### src/hw/mide_pkg.sv
// Constants, encodings and state codes of the instruction decode/execute unit.
// Assumes one clock; each clock is one instruction cycle, and an accepted word takes one to three of them.
package mide_pkg;
   // ****************************************************************
   // Widths
   // ****************************************************************
   localparam int WORD_W = 14;
   localparam int DATA_W = 8;
   localparam int FADDR_W = 7;
   localparam int PCL_W = 7;
   localparam int PC_W = 15;
   // ****************************************************************
   // Field positions
   // ****************************************************************
   localparam int OP6_MSB = 13;
   localparam int OP6_LSB = 8;
   localparam int OP4_LSB = 10;
   localparam int DEST_BIT = 7;
   localparam int BSEL_LSB = 7;
   localparam int BSEL_MSB = 9;
   localparam int LOAD_UPPER_BIT = 7;
   localparam int GLOBAL_IRQ_ENABLE_BIT = 7;
   // ****************************************************************
   // Opcode fields, bits 13..8
   // ****************************************************************
   localparam logic [5:0] OP_ADD_REG_WITH_CARRY = 6'h3d;
   localparam logic [5:0] OP_SUB_REG_WITH_BORROW = 6'h3b;
   localparam logic [5:0] OP_OR_ACC_INTO_REG = 6'h04;
   localparam logic [5:0] OP_ROTATE_LEFT_VIA_CARRY = 6'h0d;
   localparam logic [5:0] OP_INCREMENT_SKIP_ON_ZERO = 6'h0f;
   localparam logic [5:0] OP_LITERAL_MINUS_ACC = 6'h3c;
   localparam logic [5:0] OP_OR_LITERAL_INTO_ACC = 6'h38;
   localparam logic [5:0] OP_XOR_LITERAL_INTO_ACC = 6'h3a;
   localparam logic [5:0] OP_LOAD_UPPER_PC_LATCH = 6'h31;
   localparam logic [5:0] OP_RETURN_WITH_LITERAL = 6'h34;
   // Bits 13..10 of the bit tests.
   localparam logic [3:0] OP_BIT_TEST_SKIP_CLEAR = 4'h6;
   localparam logic [3:0] OP_BIT_TEST_SKIP_SET = 4'h7;
   // Whole-word encodings.
   localparam logic [13:0] WORD_RETURN = 14'h0008;
   localparam logic [13:0] WORD_RETURN_FROM_IRQ = 14'h0009;
   // File addresses of the two indirect file access ports.
   localparam logic [6:0] ADDR_INDIRECT0 = 7'h00;
   localparam logic [6:0] ADDR_INDIRECT1 = 7'h01;
   // ****************************************************************
   // Reset values
   // ****************************************************************
   localparam logic [7:0] ACC_RST = 8'h00;
   localparam logic [6:0] PCLATCH_RST = 7'h00;
   // ****************************************************************
   // Sequencer states
   // ****************************************************************
   typedef enum logic [1:0] {
      MIDE_RUN = 2'b00,
      MIDE_NOP = 2'b01,
      MIDE_IND = 2'b10
   } mide_state_t;
endpackage

### src/hw/mide_core.sv
// Decode and execute unit for a 14-bit instruction subset.
// Assumes a program memory that offers words by valid/ready and a data file
// that answers a read address combinationally and takes one write per cycle.
//
// Operation
// (RULE1) Add with carry, flags C, DC, Z
// (RULE2) Subtract with borrow, flags C, DC, Z
// (RULE3) OR accumulator into register, zero only
// (RULE4) Rotate register left through carry
// (RULE5) Destination bit picks accumulator or register
// (RULE6) Increment register, skip when result zero
// (RULE7) Bit tests skip on clear or set
// (RULE8) PC change or taken skip: two cycles
// (RULE9) Indirect access, pointer top set: extra cycle
// (RULE10) Load seven bit literal into upper latch
// (RULE11) Literal minus accumulator, flags C, DC, Z
// (RULE12) OR and XOR literal, zero flag only
// (RULE13) Return from irq pops, sets irq enable
// (RULE14) Return pops stack into PC, no flags
// (RULE15) Return with literal loads accumulator and PC
// (RULE16) All other instructions take one cycle
//
// Our own choices: the address-and-strobe port and the register addresses.
module mide_core (
   input wire logic ref_clk,
   input wire logic sys_rst,
   input wire logic [mide_pkg::WORD_W-1:0] instr,
   input wire logic instr_valid,
   output logic instr_ready,
   output logic [mide_pkg::FADDR_W-1:0] freg_raddr,
   input wire logic [mide_pkg::DATA_W-1:0] freg_rdata,
   output logic freg_we,
   output logic [mide_pkg::FADDR_W-1:0] freg_waddr,
   output logic [mide_pkg::DATA_W-1:0] freg_wdata,
   input wire logic pointer_register0_msb,
   input wire logic pointer_register1_msb,
   input wire logic [mide_pkg::PC_W-1:0] stack_top_entry,
   output logic stack_pop,
   output logic pc_load,
   output logic [mide_pkg::PC_W-1:0] pc_value,
   output logic skip_next,
   output logic [mide_pkg::DATA_W-1:0] irq_control_reg_set,
   output logic [mide_pkg::DATA_W-1:0] acc,
   output logic carry_flag,
   output logic digit_carry_flag,
   output logic zero_flag,
   output logic [mide_pkg::PCL_W-1:0] program_counter_upper_latch
);
   import mide_pkg::*;

   // ****************************************************************
   // Decode
   // ****************************************************************
   mide_state_t state_r, state_nxt;
   logic pend_nop_r, pend_nop_nxt;
   logic [7:0] acc_r, acc_nxt;
   logic c_r, c_nxt, dc_r, dc_nxt, z_r, z_nxt;
   logic [6:0] pcl_r, pcl_nxt;
   logic we_r, we_nxt;
   logic [6:0] waddr_r, waddr_nxt;
   logic [7:0] wdata_r, wdata_nxt;
   logic pop_r, pop_nxt, pcld_r, pcld_nxt, skip_r, skip_nxt;
   logic [14:0] pcv_r, pcv_nxt;
   logic [7:0] irq_r, irq_nxt;
   logic [5:0] op6;
   logic [3:0] op4;
   logic [6:0] faddr;
   logic [7:0] lit, opnd, tbit;
   logic dest, accept, ind, selbit;
   logic is_addc, is_subb, is_iorf, is_rlf, is_incsz, is_btc, is_bts;
   logic is_literal_minus_acc, is_iorl, is_xorl, is_lpcl, is_ret, is_reti, is_retl;

   assign op6 = instr[OP6_MSB:OP6_LSB];
   assign op4 = instr[OP6_MSB:OP4_LSB];
   assign faddr = instr[FADDR_W-1:0];
   assign lit = instr[DATA_W-1:0];
   assign dest = instr[DEST_BIT];
   assign instr_ready = (state_r == MIDE_RUN);
   assign accept = instr_valid && instr_ready;
   assign freg_raddr = faddr;
   // A write still in flight to the same address is forwarded, since the
   // data file only sees it one cycle after the instruction that made it.
   assign opnd = (we_r && waddr_r == faddr) ? wdata_r : freg_rdata;
   assign tbit = opnd >> instr[BSEL_MSB:BSEL_LSB];
   assign selbit = tbit[0];

   assign is_addc = (op6 == OP_ADD_REG_WITH_CARRY);
   assign is_subb = (op6 == OP_SUB_REG_WITH_BORROW);
   assign is_iorf = (op6 == OP_OR_ACC_INTO_REG);
   assign is_rlf = (op6 == OP_ROTATE_LEFT_VIA_CARRY);
   assign is_incsz = (op6 == OP_INCREMENT_SKIP_ON_ZERO);
   assign is_btc = (op4 == OP_BIT_TEST_SKIP_CLEAR);
   assign is_bts = (op4 == OP_BIT_TEST_SKIP_SET);
   assign is_literal_minus_acc = (op6 == OP_LITERAL_MINUS_ACC);
   assign is_iorl = (op6 == OP_OR_LITERAL_INTO_ACC);
   assign is_xorl = (op6 == OP_XOR_LITERAL_INTO_ACC);
   assign is_lpcl = (op6 == OP_LOAD_UPPER_PC_LATCH) && instr[LOAD_UPPER_BIT];
   assign is_ret = (instr == WORD_RETURN);
   assign is_reti = (instr == WORD_RETURN_FROM_IRQ);
   assign is_retl = (op6 == OP_RETURN_WITH_LITERAL);
   // Only file-register forms can touch an indirect port.
   assign ind = (is_addc || is_subb || is_iorf || is_rlf || is_incsz || is_btc || is_bts)
      && ((faddr == ADDR_INDIRECT0 && pointer_register0_msb)
      || (faddr == ADDR_INDIRECT1 && pointer_register1_msb));

   // Returns {digit carry, carry, sum}.
   function automatic logic [9:0] mide_add(input logic [7:0] a, input logic [7:0] b,
                                           input logic ci);
      logic [8:0] s;
      logic [4:0] n;
      s = {1'b0, a} + {1'b0, b} + {8'h00, ci};
      n = {1'b0, a[3:0]} + {1'b0, b[3:0]} + {4'h0, ci};
      return {n[4], s};
   endfunction

   // ****************************************************************
   // Execute
   // ****************************************************************
   always_comb begin
      logic [9:0] ar;
      logic [7:0] res;
      logic wr, fl3, flz, two;
      ar = 10'h000;
      res = 8'h00;
      wr = 1'b0;
      fl3 = 1'b0;
      flz = 1'b0;
      two = 1'b0;
      state_nxt = state_r;
      pend_nop_nxt = pend_nop_r;
      acc_nxt = acc_r;
      c_nxt = c_r;
      dc_nxt = dc_r;
      z_nxt = z_r;
      pcl_nxt = pcl_r;
      we_nxt = 1'b0;
      waddr_nxt = waddr_r;
      wdata_nxt = wdata_r;
      pop_nxt = 1'b0;
      pcld_nxt = 1'b0;
      skip_nxt = 1'b0;
      pcv_nxt = pcv_r;
      irq_nxt = 8'h00;
      case (state_r)
         MIDE_RUN: begin
            if (accept) begin
               if (is_addc) begin
                  ar = mide_add(acc_r, opnd, c_r); // RULE1
                  wr = 1'b1;
                  fl3 = 1'b1;
               end else if (is_subb) begin
                  // Carry set means no borrow, so it feeds in directly.
                  ar = mide_add(opnd, ~acc_r, c_r); // RULE2
                  wr = 1'b1;
                  fl3 = 1'b1;
               end else if (is_literal_minus_acc) begin
                  ar = mide_add(lit, ~acc_r, 1'b1); // RULE11
                  fl3 = 1'b1;
                  acc_nxt = ar[7:0];
               end else if (is_iorf) begin
                  ar = {2'b00, acc_r | opnd}; // RULE3
                  wr = 1'b1;
                  flz = 1'b1;
               end else if (is_iorl) begin
                  ar = {2'b00, acc_r | lit}; // RULE12
                  flz = 1'b1;
                  acc_nxt = ar[7:0];
               end else if (is_xorl) begin
                  ar = {2'b00, acc_r ^ lit}; // RULE12
                  flz = 1'b1;
                  acc_nxt = ar[7:0];
               end else if (is_rlf) begin
                  ar = {2'b00, opnd[6:0], c_r}; // RULE4
                  c_nxt = opnd[7]; // RULE4
                  wr = 1'b1;
               end else if (is_incsz) begin
                  ar = {2'b00, opnd + 8'h01}; // RULE6
                  wr = 1'b1;
                  two = (ar[7:0] == 8'h00); // RULE6
               end else if (is_btc) begin
                  two = !selbit; // RULE7
               end else if (is_bts) begin
                  two = selbit; // RULE7
               end else if (is_lpcl) begin
                  pcl_nxt = instr[PCL_W-1:0]; // RULE10
               end else if (is_ret || is_reti || is_retl) begin
                  pop_nxt = 1'b1; // RULE14
                  pcld_nxt = 1'b1; // RULE14
                  pcv_nxt = stack_top_entry; // RULE14
                  two = 1'b1;
                  if (is_reti) begin
                     irq_nxt[GLOBAL_IRQ_ENABLE_BIT] = 1'b1; // RULE13
                  end
                  if (is_retl) begin
                     acc_nxt = lit; // RULE15
                  end
               end
               res = ar[7:0];
               if (fl3) begin
                  c_nxt = ar[8];
                  dc_nxt = ar[9];
               end
               if (fl3 || flz) begin
                  z_nxt = (res == 8'h00);
               end
               if (wr) begin
                  if (dest) begin
                     we_nxt = 1'b1; // RULE5
                     waddr_nxt = faddr;
                     wdata_nxt = res;
                  end else begin
                     acc_nxt = res; // RULE5
                  end
               end
               skip_nxt = two && !pcld_nxt;
               // The extra cycles stall the fetch port; none are taken otherwise.
               pend_nop_nxt = two && ind;
               if (ind) begin
                  state_nxt = MIDE_IND; // RULE9
               end else if (two) begin
                  state_nxt = MIDE_NOP; // RULE8
               end else begin
                  state_nxt = MIDE_RUN; // RULE16
               end
            end
         end
         MIDE_IND: begin
            pend_nop_nxt = 1'b0;
            state_nxt = pend_nop_r ? MIDE_NOP : MIDE_RUN;
         end
         MIDE_NOP: begin
            state_nxt = MIDE_RUN; // RULE8
         end
         default: begin
            state_nxt = MIDE_RUN;
         end
      endcase
   end

   always_ff @(posedge ref_clk) begin
      if (sys_rst) begin
         state_r <= MIDE_RUN;
         pend_nop_r <= 1'b0;
         acc_r <= ACC_RST;
         c_r <= 1'b0;
         dc_r <= 1'b0;
         z_r <= 1'b0;
         pcl_r <= PCLATCH_RST;
         we_r <= 1'b0;
         waddr_r <= 7'h00;
         wdata_r <= 8'h00;
         pop_r <= 1'b0;
         pcld_r <= 1'b0;
         skip_r <= 1'b0;
         pcv_r <= 15'h0000;
         irq_r <= 8'h00;
      end else begin
         state_r <= state_nxt;
         pend_nop_r <= pend_nop_nxt;
         acc_r <= acc_nxt;
         c_r <= c_nxt;
         dc_r <= dc_nxt;
         z_r <= z_nxt;
         pcl_r <= pcl_nxt;
         we_r <= we_nxt;
         waddr_r <= waddr_nxt;
         wdata_r <= wdata_nxt;
         pop_r <= pop_nxt;
         pcld_r <= pcld_nxt;
         skip_r <= skip_nxt;
         pcv_r <= pcv_nxt;
         irq_r <= irq_nxt;
      end
   end

   assign freg_we = we_r;
   assign freg_waddr = waddr_r;
   assign freg_wdata = wdata_r;
   assign stack_pop = pop_r;
   assign pc_load = pcld_r;
   assign pc_value = pcv_r;
   assign skip_next = skip_r;
   assign irq_control_reg_set = irq_r;
   assign acc = acc_r;
   assign carry_flag = c_r;
   assign digit_carry_flag = dc_r;
   assign zero_flag = z_r;
   assign program_counter_upper_latch = pcl_r;
endmodule // mide_core

### config.mk
export PLATFORM = sky130hd
export DESIGN_NAME = mide_core
export DESIGN_NICKNAME = d
export VERILOG_FILES = /design/src/hw/mide_pkg.sv /design/src/hw/mide_core.sv
export SDC_FILE = /design/constraint.sdc
export NUM_CORES = 1
export LEC_CHECK = 0
export BUFFER_PORTS_ARGS = -buffer_cell sky130_fd_sc_hd__buf_4
export CORE_ASPECT_RATIO = 1.4
export CORE_MARGIN = 1
export CORE_UTILIZATION = 55
export CTS_CLUSTER_DIAMETER = 120
export CTS_CLUSTER_SIZE = 25
export DETAILED_ROUTE_END_ITERATION = 16
export PLACE_DENSITY = 0.89
export SYNTH_ARGS = -nofsm -noshare
export SYNTH_HDL_FRONTEND = slang
export SYNTH_SLANG_ARGS = --single-unit
### constraint.sdc
create_clock -name ref_clk -period 8.87 [get_ports ref_clk]
set_clock_uncertainty 0.05 [all_clocks]
set_input_delay 0.887 -clock ref_clk [delete_from_list [all_inputs] [get_ports ref_clk]]
set_output_delay 0.887 -clock ref_clk [all_outputs]
set_load 0.03 [all_outputs]
# Yosys cells after proc, flatten, opt, wreduce, memory -nomap -nowiden
# Cells that the tools add are included.
# Widths: inputs -> output; s select.
[word_totals]
inputBits = 42
output_inout_bits = 68
ff_bits = 63
word_cells = 202
[op_classes]
muxes = 92
shifts = 1
n_reduce_logical = 37
addsub = 13
bitwise_logic = 19
eq_ne = 24
[op_table]
columns = ["operator", "count"]
rows = [
  ["$mux 8", 21],
  ["$mux 1", 62],
  ["$mux 10", 5],
  ["$eq 6x6->1 const B", 7],
  ["$eq 14x4->1 const B", 2],
  ["$add 8x8->9", 3],
  ["$add 9x1->9", 2],
  ["$logic_not 8->1", 2],
  ["$or 8x8->8", 2],
  ["$add 4x4->5", 3],
  ["$not 1->1", 15],
  ["$reduce_or 15->1", 1],
  ["$ne 2x1->1 const B", 7],
  ["$reduce_and 14->1", 1],
  ["$reduce_and 13->1", 1],
  ["$eq 6x4->1 const B", 2],
  ["$add 5x1->5", 2],
  ["$logic_or 1x1->1", 10],
  ["$add 9x1->9 const B", 1],
  ["$reduce_and 9->1", 1],
  ["$add 8x1->8 const B", 1],
  ["$eq 4x3->1 const B", 2],
  ["$logic_and 1x1->1", 8],
  ["$not 8->8", 1],
  ["19 further kinds", 24],
]

# Logic depth before layout (Yosys ltp)
# Gate-level depths: netlist of run 1.
[depth]
ltp_word = 21
ltp_mapped = 16
depth_no_buf = 15

# Least setup slack after synthesis of run 1
# No wires, ideal clock.
[synth_timing]
kind = "input to register"
startpoint = "input port instr[0] (netlist name)"
endpoint = "register z_r (netlist: zero_flag)"
setup_slack_ps = 4833
path_buffers = 1
setup_ps = 69
required_ps = 8751
stages = 16
arrival_time_ps = 3918
path_cell_list = "xnor2_1 and4_1 buf_4 nand3_1 nand2_1 inv_1 fa_1 fa_1 o21bai_1 a21oi_1 o31ai_1 xnor2_1 a22o_1 o31a_1 nand4bb_1 o21ai_1"
[synth_via]
elab_chain_cells = 15
elab_cells_between_ends = 24
classes_between = "7 x add/sub; 1 x eq/ne; 11 x mux; 3 x bitwise; 2 x reduce/logical"
[synth_rtl]
columns = ["element", "line_no", "source"]
rows = [
  ["start, declared", "mide_core.sv:27", "input wire logic [mide_pkg::WORD_W-1:0] instr,"],
  ["$eq 7x7->1", "mide_core.sv:83", "assign opnd = (we_r && waddr_r == faddr) ? wdata_r : freg_rdata;"],
  ["$logic_and 1x1->1", "mide_core.sv:83", ""],
  ["$mux 8", "mide_core.sv:83", ""],
  ["$add 8x1->8", "mide_core.sv:177", "ar = {2'b00, opnd + 8'h01};"],
  ["$mux 8", "mide_core.sv:176", "end else if (is_incsz) begin"],
  ["$mux 8", "mide_core.sv:172", "end else if (is_rlf) begin"],
  ["$mux 8", "mide_core.sv:168", "end else if (is_xorl) begin"],
  ["$mux 8", "mide_core.sv:164", "end else if (is_iorl) begin"],
  ["$mux 8", "mide_core.sv:160", "end else if (is_iorf) begin"],
  ["$mux 10", "mide_core.sv:156", "end else if (is_literal_minus_acc) begin"],
  ["$mux 10", "mide_core.sv:151", "end else if (is_subb) begin"],
  ["$mux 10 (*)", "mide_core.sv:147", "if (is_addc) begin"],
  ["$mux 10 (*)", "mide_core.sv:146", "if (accept) begin"],
  ["$mux 10 (*)", "mide_core.sv:144", "case (state_r)"],
  ["$logic_not 8->1 (*)", "mide_core.sv:204", "z_nxt = (res == 8'h00);"],
  ["end signal, assigned", "mide_core.sv:263", "z_r <= z_nxt;"],
  ["end, declared", "mide_core.sv:57", "logic c_r, c_nxt, dc_r, dc_nxt, z_r, z_nxt;"],
]
# Every way passes the cells marked *; elsewhere a longest branch is shown, timed or not. The select of a mux whose other input is x is not followed.
# A chain may end at the register's enable or synchronous reset.

# Worst setup path after layout of run 1
[layout_timing]
startpoint = "input port instr[4] (netlist name)"
endpoint = "register z_r (netlist: zero_flag)"
# The elaborated chain is that of the path after synthesis.

==> reports/metrics.cfg, run 1 <==
[global_route]
grt_pass1_vias = 5631
antenna_found_initial = 0
met2_usage_pct = 67.1
met1_usage_pct = 46.3
use_met3_pct = 5.45
grt-busiest-layer = met2
grt_usage_pct = 40.0
grt_overflow = 0
grt_max_degree = 56
grt_first_pass_wirelength_mm = 30.5

[floorplan]
initial_utilization_pct = 56.4
pin_count = 110
fp.coreArea_um2 = 9460
row_count = 42
fp.dieW_um = 85.2
die_area_um2 = 10100
chipHeight_um = 118

[setup_path]
slowest_delay_ns = 0.51
cp_data_arrival_time_ns = 4.79
start_kind = input port
path_cells = buf_4 > xnor2_1 > and4_1 > nand3_1 > nand2_1 > inv_1 > fa_1 > fa_1 > o21bai_1 > a21oi_1 > o31ai_1 > xnor2_1 > a22o_1 > o31a_1 > nand4bb_1 > o21ai_1
required_ns = 9.06
path_buf_inv = 2
critPathMaxFanout = 8
endpoint_kind = flip-flop
cpMaxStageDelayCell = and4_1
cp_top_family = compound AO/OA/AOI/OAI gates
critical_path_class = in -> reg

[clock_tree]
postCtsHoldBufs = 0
cts_buffers = 5
cts-root-buf = clkbuf_16
cts_tree = built
postCtsResizedCells = 0
clk_pin_slew_ns = 0.08
clk_path_buf_depth = 2
post_cts_buffers = 0
cts_sinks = 55
clk-insertion-delay-late_ns = 0.31
htree_levels = 2

[synth]
yosys_warnings = 0
synth_seq_area_share_pct = 20.7
synth_cells = 707
synth_common_cells = nor2_1 (82), nand2_1 (62), a21oi_1 (61)
synth_area_leader_cell = dfxtp_1
synth-main-ff-cell = dfxtp_1
synthTopCellsByArea = dfxtp_1 (21%), ha_1 (11%), nor2_1 (5.8%)
netlist_area_um2 = 5330
synth_most_common_cell = nor2_1
synth_cell_types = 73
ys_ff_latch = 55
async_flop_share_pct = 0
avgSynthCellArea_um2 = 7.54
synth_edf_count = 0
synth_top_cell_area_share_pct = 20.7

[worst_hold_path]
hold_class = reg -> reg

[sta]
fmax_ghz = 0.217
maxSlewHeadroom_pct = 32.3
worst_pin_slew_ns = 1.02
tns_ns = 0
rsz0062_at_grt = false
hold_viol_final = 0
drv_slew = 0
period_share_pct = 51.8
fin_crit_ns = 4.60
setup_viol = 0

[power_and_ir_drop]
p_leak_uw = 0.00253
power_uw = 650
power_density_nw_per_um2 = 106
irDropWorstVdd_mv = 0.0770

[finish]
area_delta_synth_final_pct = 15.2
fillers = 844
final_area_um2 = 6140
nets = 864
drive_above_1_share_pct = 16.6
antenna_cells = 0

[placed_design]
globalplace.congestion = 1.03
port_buffers = 102
placed_area_um2 = 5990
hpwl_mm = 15.7

[detailed_routing]
drt-vias-per-instance = 6.54
drtIter0Drc = 624
drt_pass1_iterations = 8
drc = 0
ant_nets = 0
drt-total-wl_mm = 20.2
wire_per_inst_um = 22.9
num_vias = 5768

[flow_run]
max_cap_violations = 0

[outcome]
status = complete, no violations

## routing by layer
metal | wire, um | vias to the layer above
li1 | - | 2622
met1 | 7510 | 2722
met2 | 9840 | 337
met3 | 1490 | 87
met4 | 1320 | 0
met5 | 0 | -
## worst min-delay path, cell delays in order, from the launching register on
cell and delay (ns):
dfxtp_1 0.33, a21oi_1 0.06, nor2_1 0.07
## final cells by class
class | instances | area (um2) | share of cell area [%]
Clock buffer | 5 | 125 | 2.04
Sequential cell | 55 | 1100 | 17.9
Clock inverter | 3 | 25.0 | 0.407
Timing Repair Buffer | 106 | 796 | 13.0
Multi-Input combinational cell | 560 | 3800 | 61.8
Inverter | 43 | 161 | 2.63
Tap cell | 110 | 138 | 2.24
## cell families after synthesis
logic type,synth area share (%)
buffers and inverters,8.54
adders and majority gates,12.7
muxes,7.04
AOI/OAI and AO/OA,21.6
and+or+nand+nor,23.7
other,0.0703
xor gates and xnor gates,5.75
DFF,20.7
## where the power goes
group          leakage, uW  total, uW  switching, uW  internal (uW)
Clock            0.0000708        211            104            107
Sequential        0.000444        256           6.09            250
Combinational      0.00202        184            116           68.0
Total              0.00253        650            226            425
## path summary, 6_finish.rpt
check	startpoint	end	slack, ns	cells past startpoint
setup / recovery	instr[4]	zero_flag	4.27	16
hold / removal	program_counter_upper_latch[1]	program_counter_upper_latch[1]	0.45	2
setup reg to reg	freg_waddr[4]	zero_flag	4.62	15
hold reg to reg	program_counter_upper_latch[1]	program_counter_upper_latch[1]	0.45	2
## registers in the layout, indices dropped and copies added, names as in the netlist
register                     count
skip_next                        1
program_counter_upper_latch      7
irq_control_reg_set              1
state_r                          2
zero_flag                        1
pend_nop_r                       1
digit_carry_flag                 1
pc_value                        15
freg_waddr                       7
freg_wdata                       8
freg_we                          1
carry_flag                       1
acc                              8
stack_pop                        1
## per-stage QoR
stage	utilization [%]	cells	setup WS (ns)	hold slack, ns
final	64.9	882	4.27	0.448
after global routing	64.9	882	4.03	0.473
after CTS	64.9	882	4.31	0.449
after detailed placement	63.4	874	3.99	0.429
after global placement	63.4	874	4.24	0.423
after floorplan	-	713	4.83	0.417
## cell usage in the layout, fill, tap and decap left out, drive strengths merged, types with 8 or more instances in the layout
master | Yosys | routed
nand2 | 63 | 63
nor3 | 23 | 23
buf | 31 | 106
o211ai | 17 | 17
and2 | 8 | 8
nor2 | 83 | 83
mux2i | 21 | 21
o21ai | 29 | 29
dfxtp | 55 | 55
nand3 | 27 | 27
nand4 | 14 | 14
a21oi | 61 | 61
inv | 43 | 45
ha | 46 | 46
o31ai | 9 | 9
xnor2 | 28 | 28
Power figures use the tool's default switching activity.
==> run 2, diff against run 1 <==
clock period = 4.35 ns   (was 8.87 ns; I/O delays follow)
==> run 2 against run 1 <==
  * Core utilization rose by 0.85 points
  * Worst hold slack got worse by 0.13 ns
  * Sequential cell count did not move
  * Wire length rose by 1.2%
  * Combinational power rose by 110%
  * First-iteration DRC count fell by 2.4%
  * Design area rose by 1.3%
  * Global-route usage rose by 1.0 points
  * Clock power rose by 110%
  * Critical endpoint is now carry_flag
  * Sequential power rose by 100%
==> reports/metrics.cfg, run 2 (synthesis results as in run 1) <==
[setup_path]
critical_path_class = reg -> reg
cp_data_arrival_time_ns = 4.14
cpMaxStageDelayCell = a2111oi_0
required_ns = 4.47
start_kind = flip-flop
critPathMaxFanout = 8
crit_top_cell = fa_1
path_cells = xnor2_1 > and4_2 > nand3_1 > nand2_1 > inv_1 > fa_1 > fa_1 > o21bai_1 > a21oi_1 > o31ai_1 > nand2b_1 > a21boi_0 > o21ai_0 > and3_1 > a2111oi_0
endpoint_kind = flip-flop
slowest_delay_ns = 0.43

[detailed_routing]
drc = 0
drtIter0Drc = 609
drt-total-wl_mm = 20.4
wire_per_inst_um = 22.9
drt_pass1_iterations = 6
drt-vias-per-instance = 6.63
num_vias = 5912
ant_nets = 0

[floorplan]
fp.dieW_um = 85.2
chipHeight_um = 118
fp.coreArea_um2 = 9460
row_count = 42
die_area_um2 = 10100
pin_count = 110
initial_utilization_pct = 56.4

[finish]
layout_common_cells = buf_4 (116), nor2_1 (82), nand2_1 (62)
area_delta_synth_final_pct = 16.7
drive_above_1_share_pct = 17.9
largest_reg_flops = 15
final_common_cell = buf_4
antenna_cells = 0
nets = 874
final_area_um2 = 6220

[clock_tree]
clk_pin_slew_ns = 0.08
cts_sinks = 55
cts-root-buf = clkbuf_16
postCtsHoldBufs = 0
htree_levels = 2
cts_buffers = 5
cts_tree = built
postCtsResizedCells = 0
clk-insertion-delay-late_ns = 0.31
post_cts_buffers = 0
clk_path_buf_depth = 2

[global_route]
antenna_found_initial = 0
grt_max_degree = 56
grt_usage_pct = 41.1
grt_first_pass_wirelength_mm = 31.5
grt_overflow = 0
grt_pass1_vias = 5733

[placed_design]
hpwl_mm = 15.6
port_buffers = 102
dpl_worst_slack_ns = 0.0723
globalplace.congestion = 1.06
placed_area_um2 = 6070

[sta]
maxSlewHeadroom_pct = 18.7
hold_viol_final = 0
setup_viol = 0
worst_pin_slew_ns = 1.20
fin_crit_ns = 4.03
period_share_pct = 92.6
fmax_ghz = 0.248
rsz0062_at_grt = false
tns_ns = 0
drv_slew = 0
worst_slack_ns = 0.321

[power_and_ir_drop]
p_leak_uw = 0.00258
irDropWorstVdd_mv = 0.204
power_density_nw_per_um2 = 215

[worst_hold_path]
hold_class = in -> reg

[outcome]
status = complete, no violations

[flow_run]
max_cap_violations = 0

run 2: changes by cell type in the layout (fill, tap and decap cells not counted):
| cell | before | now |
|---|---|---|
| inv_8 | 0 | 1 |
| clkinv_4 | 0 | 1 |
| and4_1 | 3 | 1 |
| buf_4 | 106 | 116 |
| inv_6 | 2 | 0 |
| and4_2 | 0 | 2 |
run 2: final cells by class:
class	count	area, um2
Clock inverter	3	27.5
Multi-Input combinational cell	560	3800
Sequential cell	55	1100
Timing Repair Buffer	116	871
Clock buffer	5	125
Fill cell	838	3240
Tap cell	110	138
Inverter	43	161
run 2: power breakdown:
part           leakage [uW]  switching [uW]  internal (uW)
sequential         0.000444            12.3            509
clock             0.0000719             217            220
combinational       0.00207             238            141
run 2: through the flow:
step | hold slack (ns) | util [%] | instances | power (uW)
floorplan | 0.417 | - | 713 | 777
global placement | 0.422 | 64.2 | 884 | 892
detailed placement | 0.435 | 64.2 | 884 | 899
CTS | 0.313 | 65.8 | 892 | 1330
global route | 0.326 | 65.8 | 892 | 1390
finish | 0.316 | 65.8 | 892 | 1340
run 2: worst max-delay path: cells and delay by family (launching register included):
kind / cells / cell delay (ns)
xor+xnor: 1 / 0.27
buf+inv: 1 / 0.11
simple gates: 5 / 0.94
flops: 1 / 0.35
fa+ha+maj: 2 / 0.83
compound gates: 6 / 1.34
run 2: routing by layer:
metal | global-route usage [%] | routed length, um
met5 | 0 | 0
met4 | 26.2 | 1290
met1 | 48.9 | 7670
met2 | 67.9 | 9780
met3 | 6.49 | 1680
run 2: final timing paths:
kind / start / end / slack, ns / cells after the start
worst max-delay path: freg_waddr[6] / carry_flag / 0.32 / 15
worst min-delay path: stack_top_entry[4] / pc_value[4] / 0.32 / 3
worst max register to register: freg_waddr[6] / carry_flag / 0.32 / 15
worst min register to register: freg_waddr[5] / freg_waddr[5] / 0.45 / 2
==> run 3, diff against run 2 <==
BUFFER_PORTS_ARGS = not set   (was -buffer_cell sky130_fd_sc_hd__buf_4)
DONT_BUFFER_PORTS = 1   (was not set)
PLACE_DENSITY = 0.79   (was 0.89)
==> run 3 against run 2 <==
  * Combinational power is 25% lower
  * Total power decreased by 5.9%
  * Register-to-register slack improved by 0.04 ns
  * Critical endpoint is now zero_flag
  * Largest cell class unchanged
  * Largest power group unchanged
==> reports/metrics.cfg, run 3 (synthesis results as in run 1) <==
[floorplan]
chipHeight_um = 118
fp.coreArea_um2 = 9460
initial_utilization_pct = 56.4
fp.dieW_um = 85.2
row_count = 42
die_area_um2 = 10100
pin_count = 110

[global_route]
grt_first_pass_wirelength_mm = 28.9
grt_pass1_vias = 5487
antenna_found_initial = 0
grt_max_degree = 56
grt_usage_pct = 37.5
grt_overflow = 0

[worst_hold_path]
hold_class = in -> reg

[clock_tree]
clk_pin_slew_ns = 0.08
clk_path_buf_depth = 2
postCtsHoldBufs = 0
post_cts_buffers = 0
htree_levels = 2
cts-root-buf = clkbuf_16
cts_tree = built
postCtsResizedCells = 0
clk-insertion-delay-late_ns = 0.31
cts_sinks = 55
cts_buffers = 5

[detailed_routing]
drt-total-wl_mm = 18.9
num_vias = 5510
drt_pass1_iterations = 6
drtIter0Drc = 647
wire_per_inst_um = 23.7
ant_nets = 0
drc = 0
drt-vias-per-instance = 6.91

[power_and_ir_drop]
p_leak_uw = 0.00211
power_density_nw_per_um2 = 228
irDropWorstVdd_mv = 0.150
power_uw = 1260

[setup_path]
cp_data_arrival_time_ns = 4.18
cpMaxStageDelayCell = a2111oi_0
reg2reg_setup_slack_ns = 0.36
slowest_delay_ns = 0.63
required_ns = 4.55
critPathMaxFanout = 8
start_kind = flip-flop
endpoint_kind = flip-flop
critical_path_class = reg -> reg
path_cells = xnor2_1 > and4_2 > nand3_1 > nand2_1 > inv_1 > fa_1 > fa_1 > xnor2_1 > o21ai_0 > nor3_1 > a21oi_1 > a2111oi_0 > nand4bb_1 > o21ai_1

[placed_design]
dp.cells = 789
hpwl_mm = 14.5
placed_area_um2 = 5360
port_buffers = 0
globalplace.congestion = 1.05

[outcome]
status = complete, no violations

[sta]
drv_slew = 0
hold_slack_ns = 0.137
period_share_pct = 91.6
rsz0062_at_grt = false
maxSlewHeadroom_pct = 42.4
hold_viol_final = 0
worst_pin_slew_ns = 0.854
setup_viol = 0
fmax_ghz = 0.251
tns_ns = 0
fin_crit_ns = 3.99

[finish]
drive_above_1_share_pct = 6.70
instances_no_fill = 797
antenna_cells = 0
final_area_um2 = 5520
area_delta_synth_final_pct = 3.52
largest_reg_flops = 15
final_common_cell = nor2_1
nets = 779
layout_common_cells = nor2_1 (82), nand2_1 (62), a21oi_1 (61)

[flow_run]
max_cap_violations = 0

-- run 3: cell types whose count changed in the layout (fill, tap and decap cells not counted) --
cell and change:
inv_8 +1, o31ai_1 -1, o31ai_2 +1, clkinvlp_4 -1
clkinv_4 -1, buf_4 -95, inv_6 +1
-- run 3: worst paths after layout --
path                      start           to  cells past startpoint
setup / recovery  freg_waddr[6]    zero_flag                     14
setup reg to reg  freg_waddr[6]    zero_flag                     14
hold reg to reg      state_r[1]   state_r[0]                      2
hold / removal          sys_rst  pc_value[1]                      1
-- run 3: worst max-delay path: cells and delay by family, from the launching register on --
| family | cells | cell delay [ns] |
|---|---|---|
| AO/OA/AOI/OAI | 4 | 1.02 |
| XOR/XNOR | 2 | 0.48 |
| adder cells (fa/ha/maj) | 2 | 0.83 |
| buffers and inverters | 1 | 0.11 |
| flip-flops | 1 | 0.33 |
| AND/OR/NAND/NOR | 5 | 1.12 |
-- run 3: metal layers --
metal / track usage, % / up-vias / wire (um)
met1: 43.6 / 2575 / 6980
met4: 28.3 / 0 / 1480
met2: 60.9 / 392 / 8750
met3: 6.49 / 103 / 1660
met5: 0 / - / 0
li1: - / 2440 / -
-- run 3: where the power goes --
part	internal (uW)	switching (uW)	total [uW]
registers	509	18.7	528
clock network	225	222	446
logic	107	177	284
total	841	417	1260
-- run 3: metrics by stage --
| stage | worst slack [ns] | utilization, % |
|---|---|---|
| 2_1_floorplan | 0.681 | - |
| 3_3_place_gp | 0.337 | 56.6 |
| 3_5_place_dp | 0.256 | 56.6 |
| 4_1_cts | 0.331 | 58.3 |
| 5_1_grt | 0.103 | 58.3 |
| 6_report | 0.364 | 58.3 |
-- run 3: cell type report --
cell class                      count  area, um2
Multi-Input combinational cell    560       3800
Tap cell                          110        138
Clock buffer                        5        125
Inverter                           43        161
Clock inverter                      3       31.3
Fill cell                         922       3940
Sequential cell                    55       1100
Timing Repair Buffer               21        158
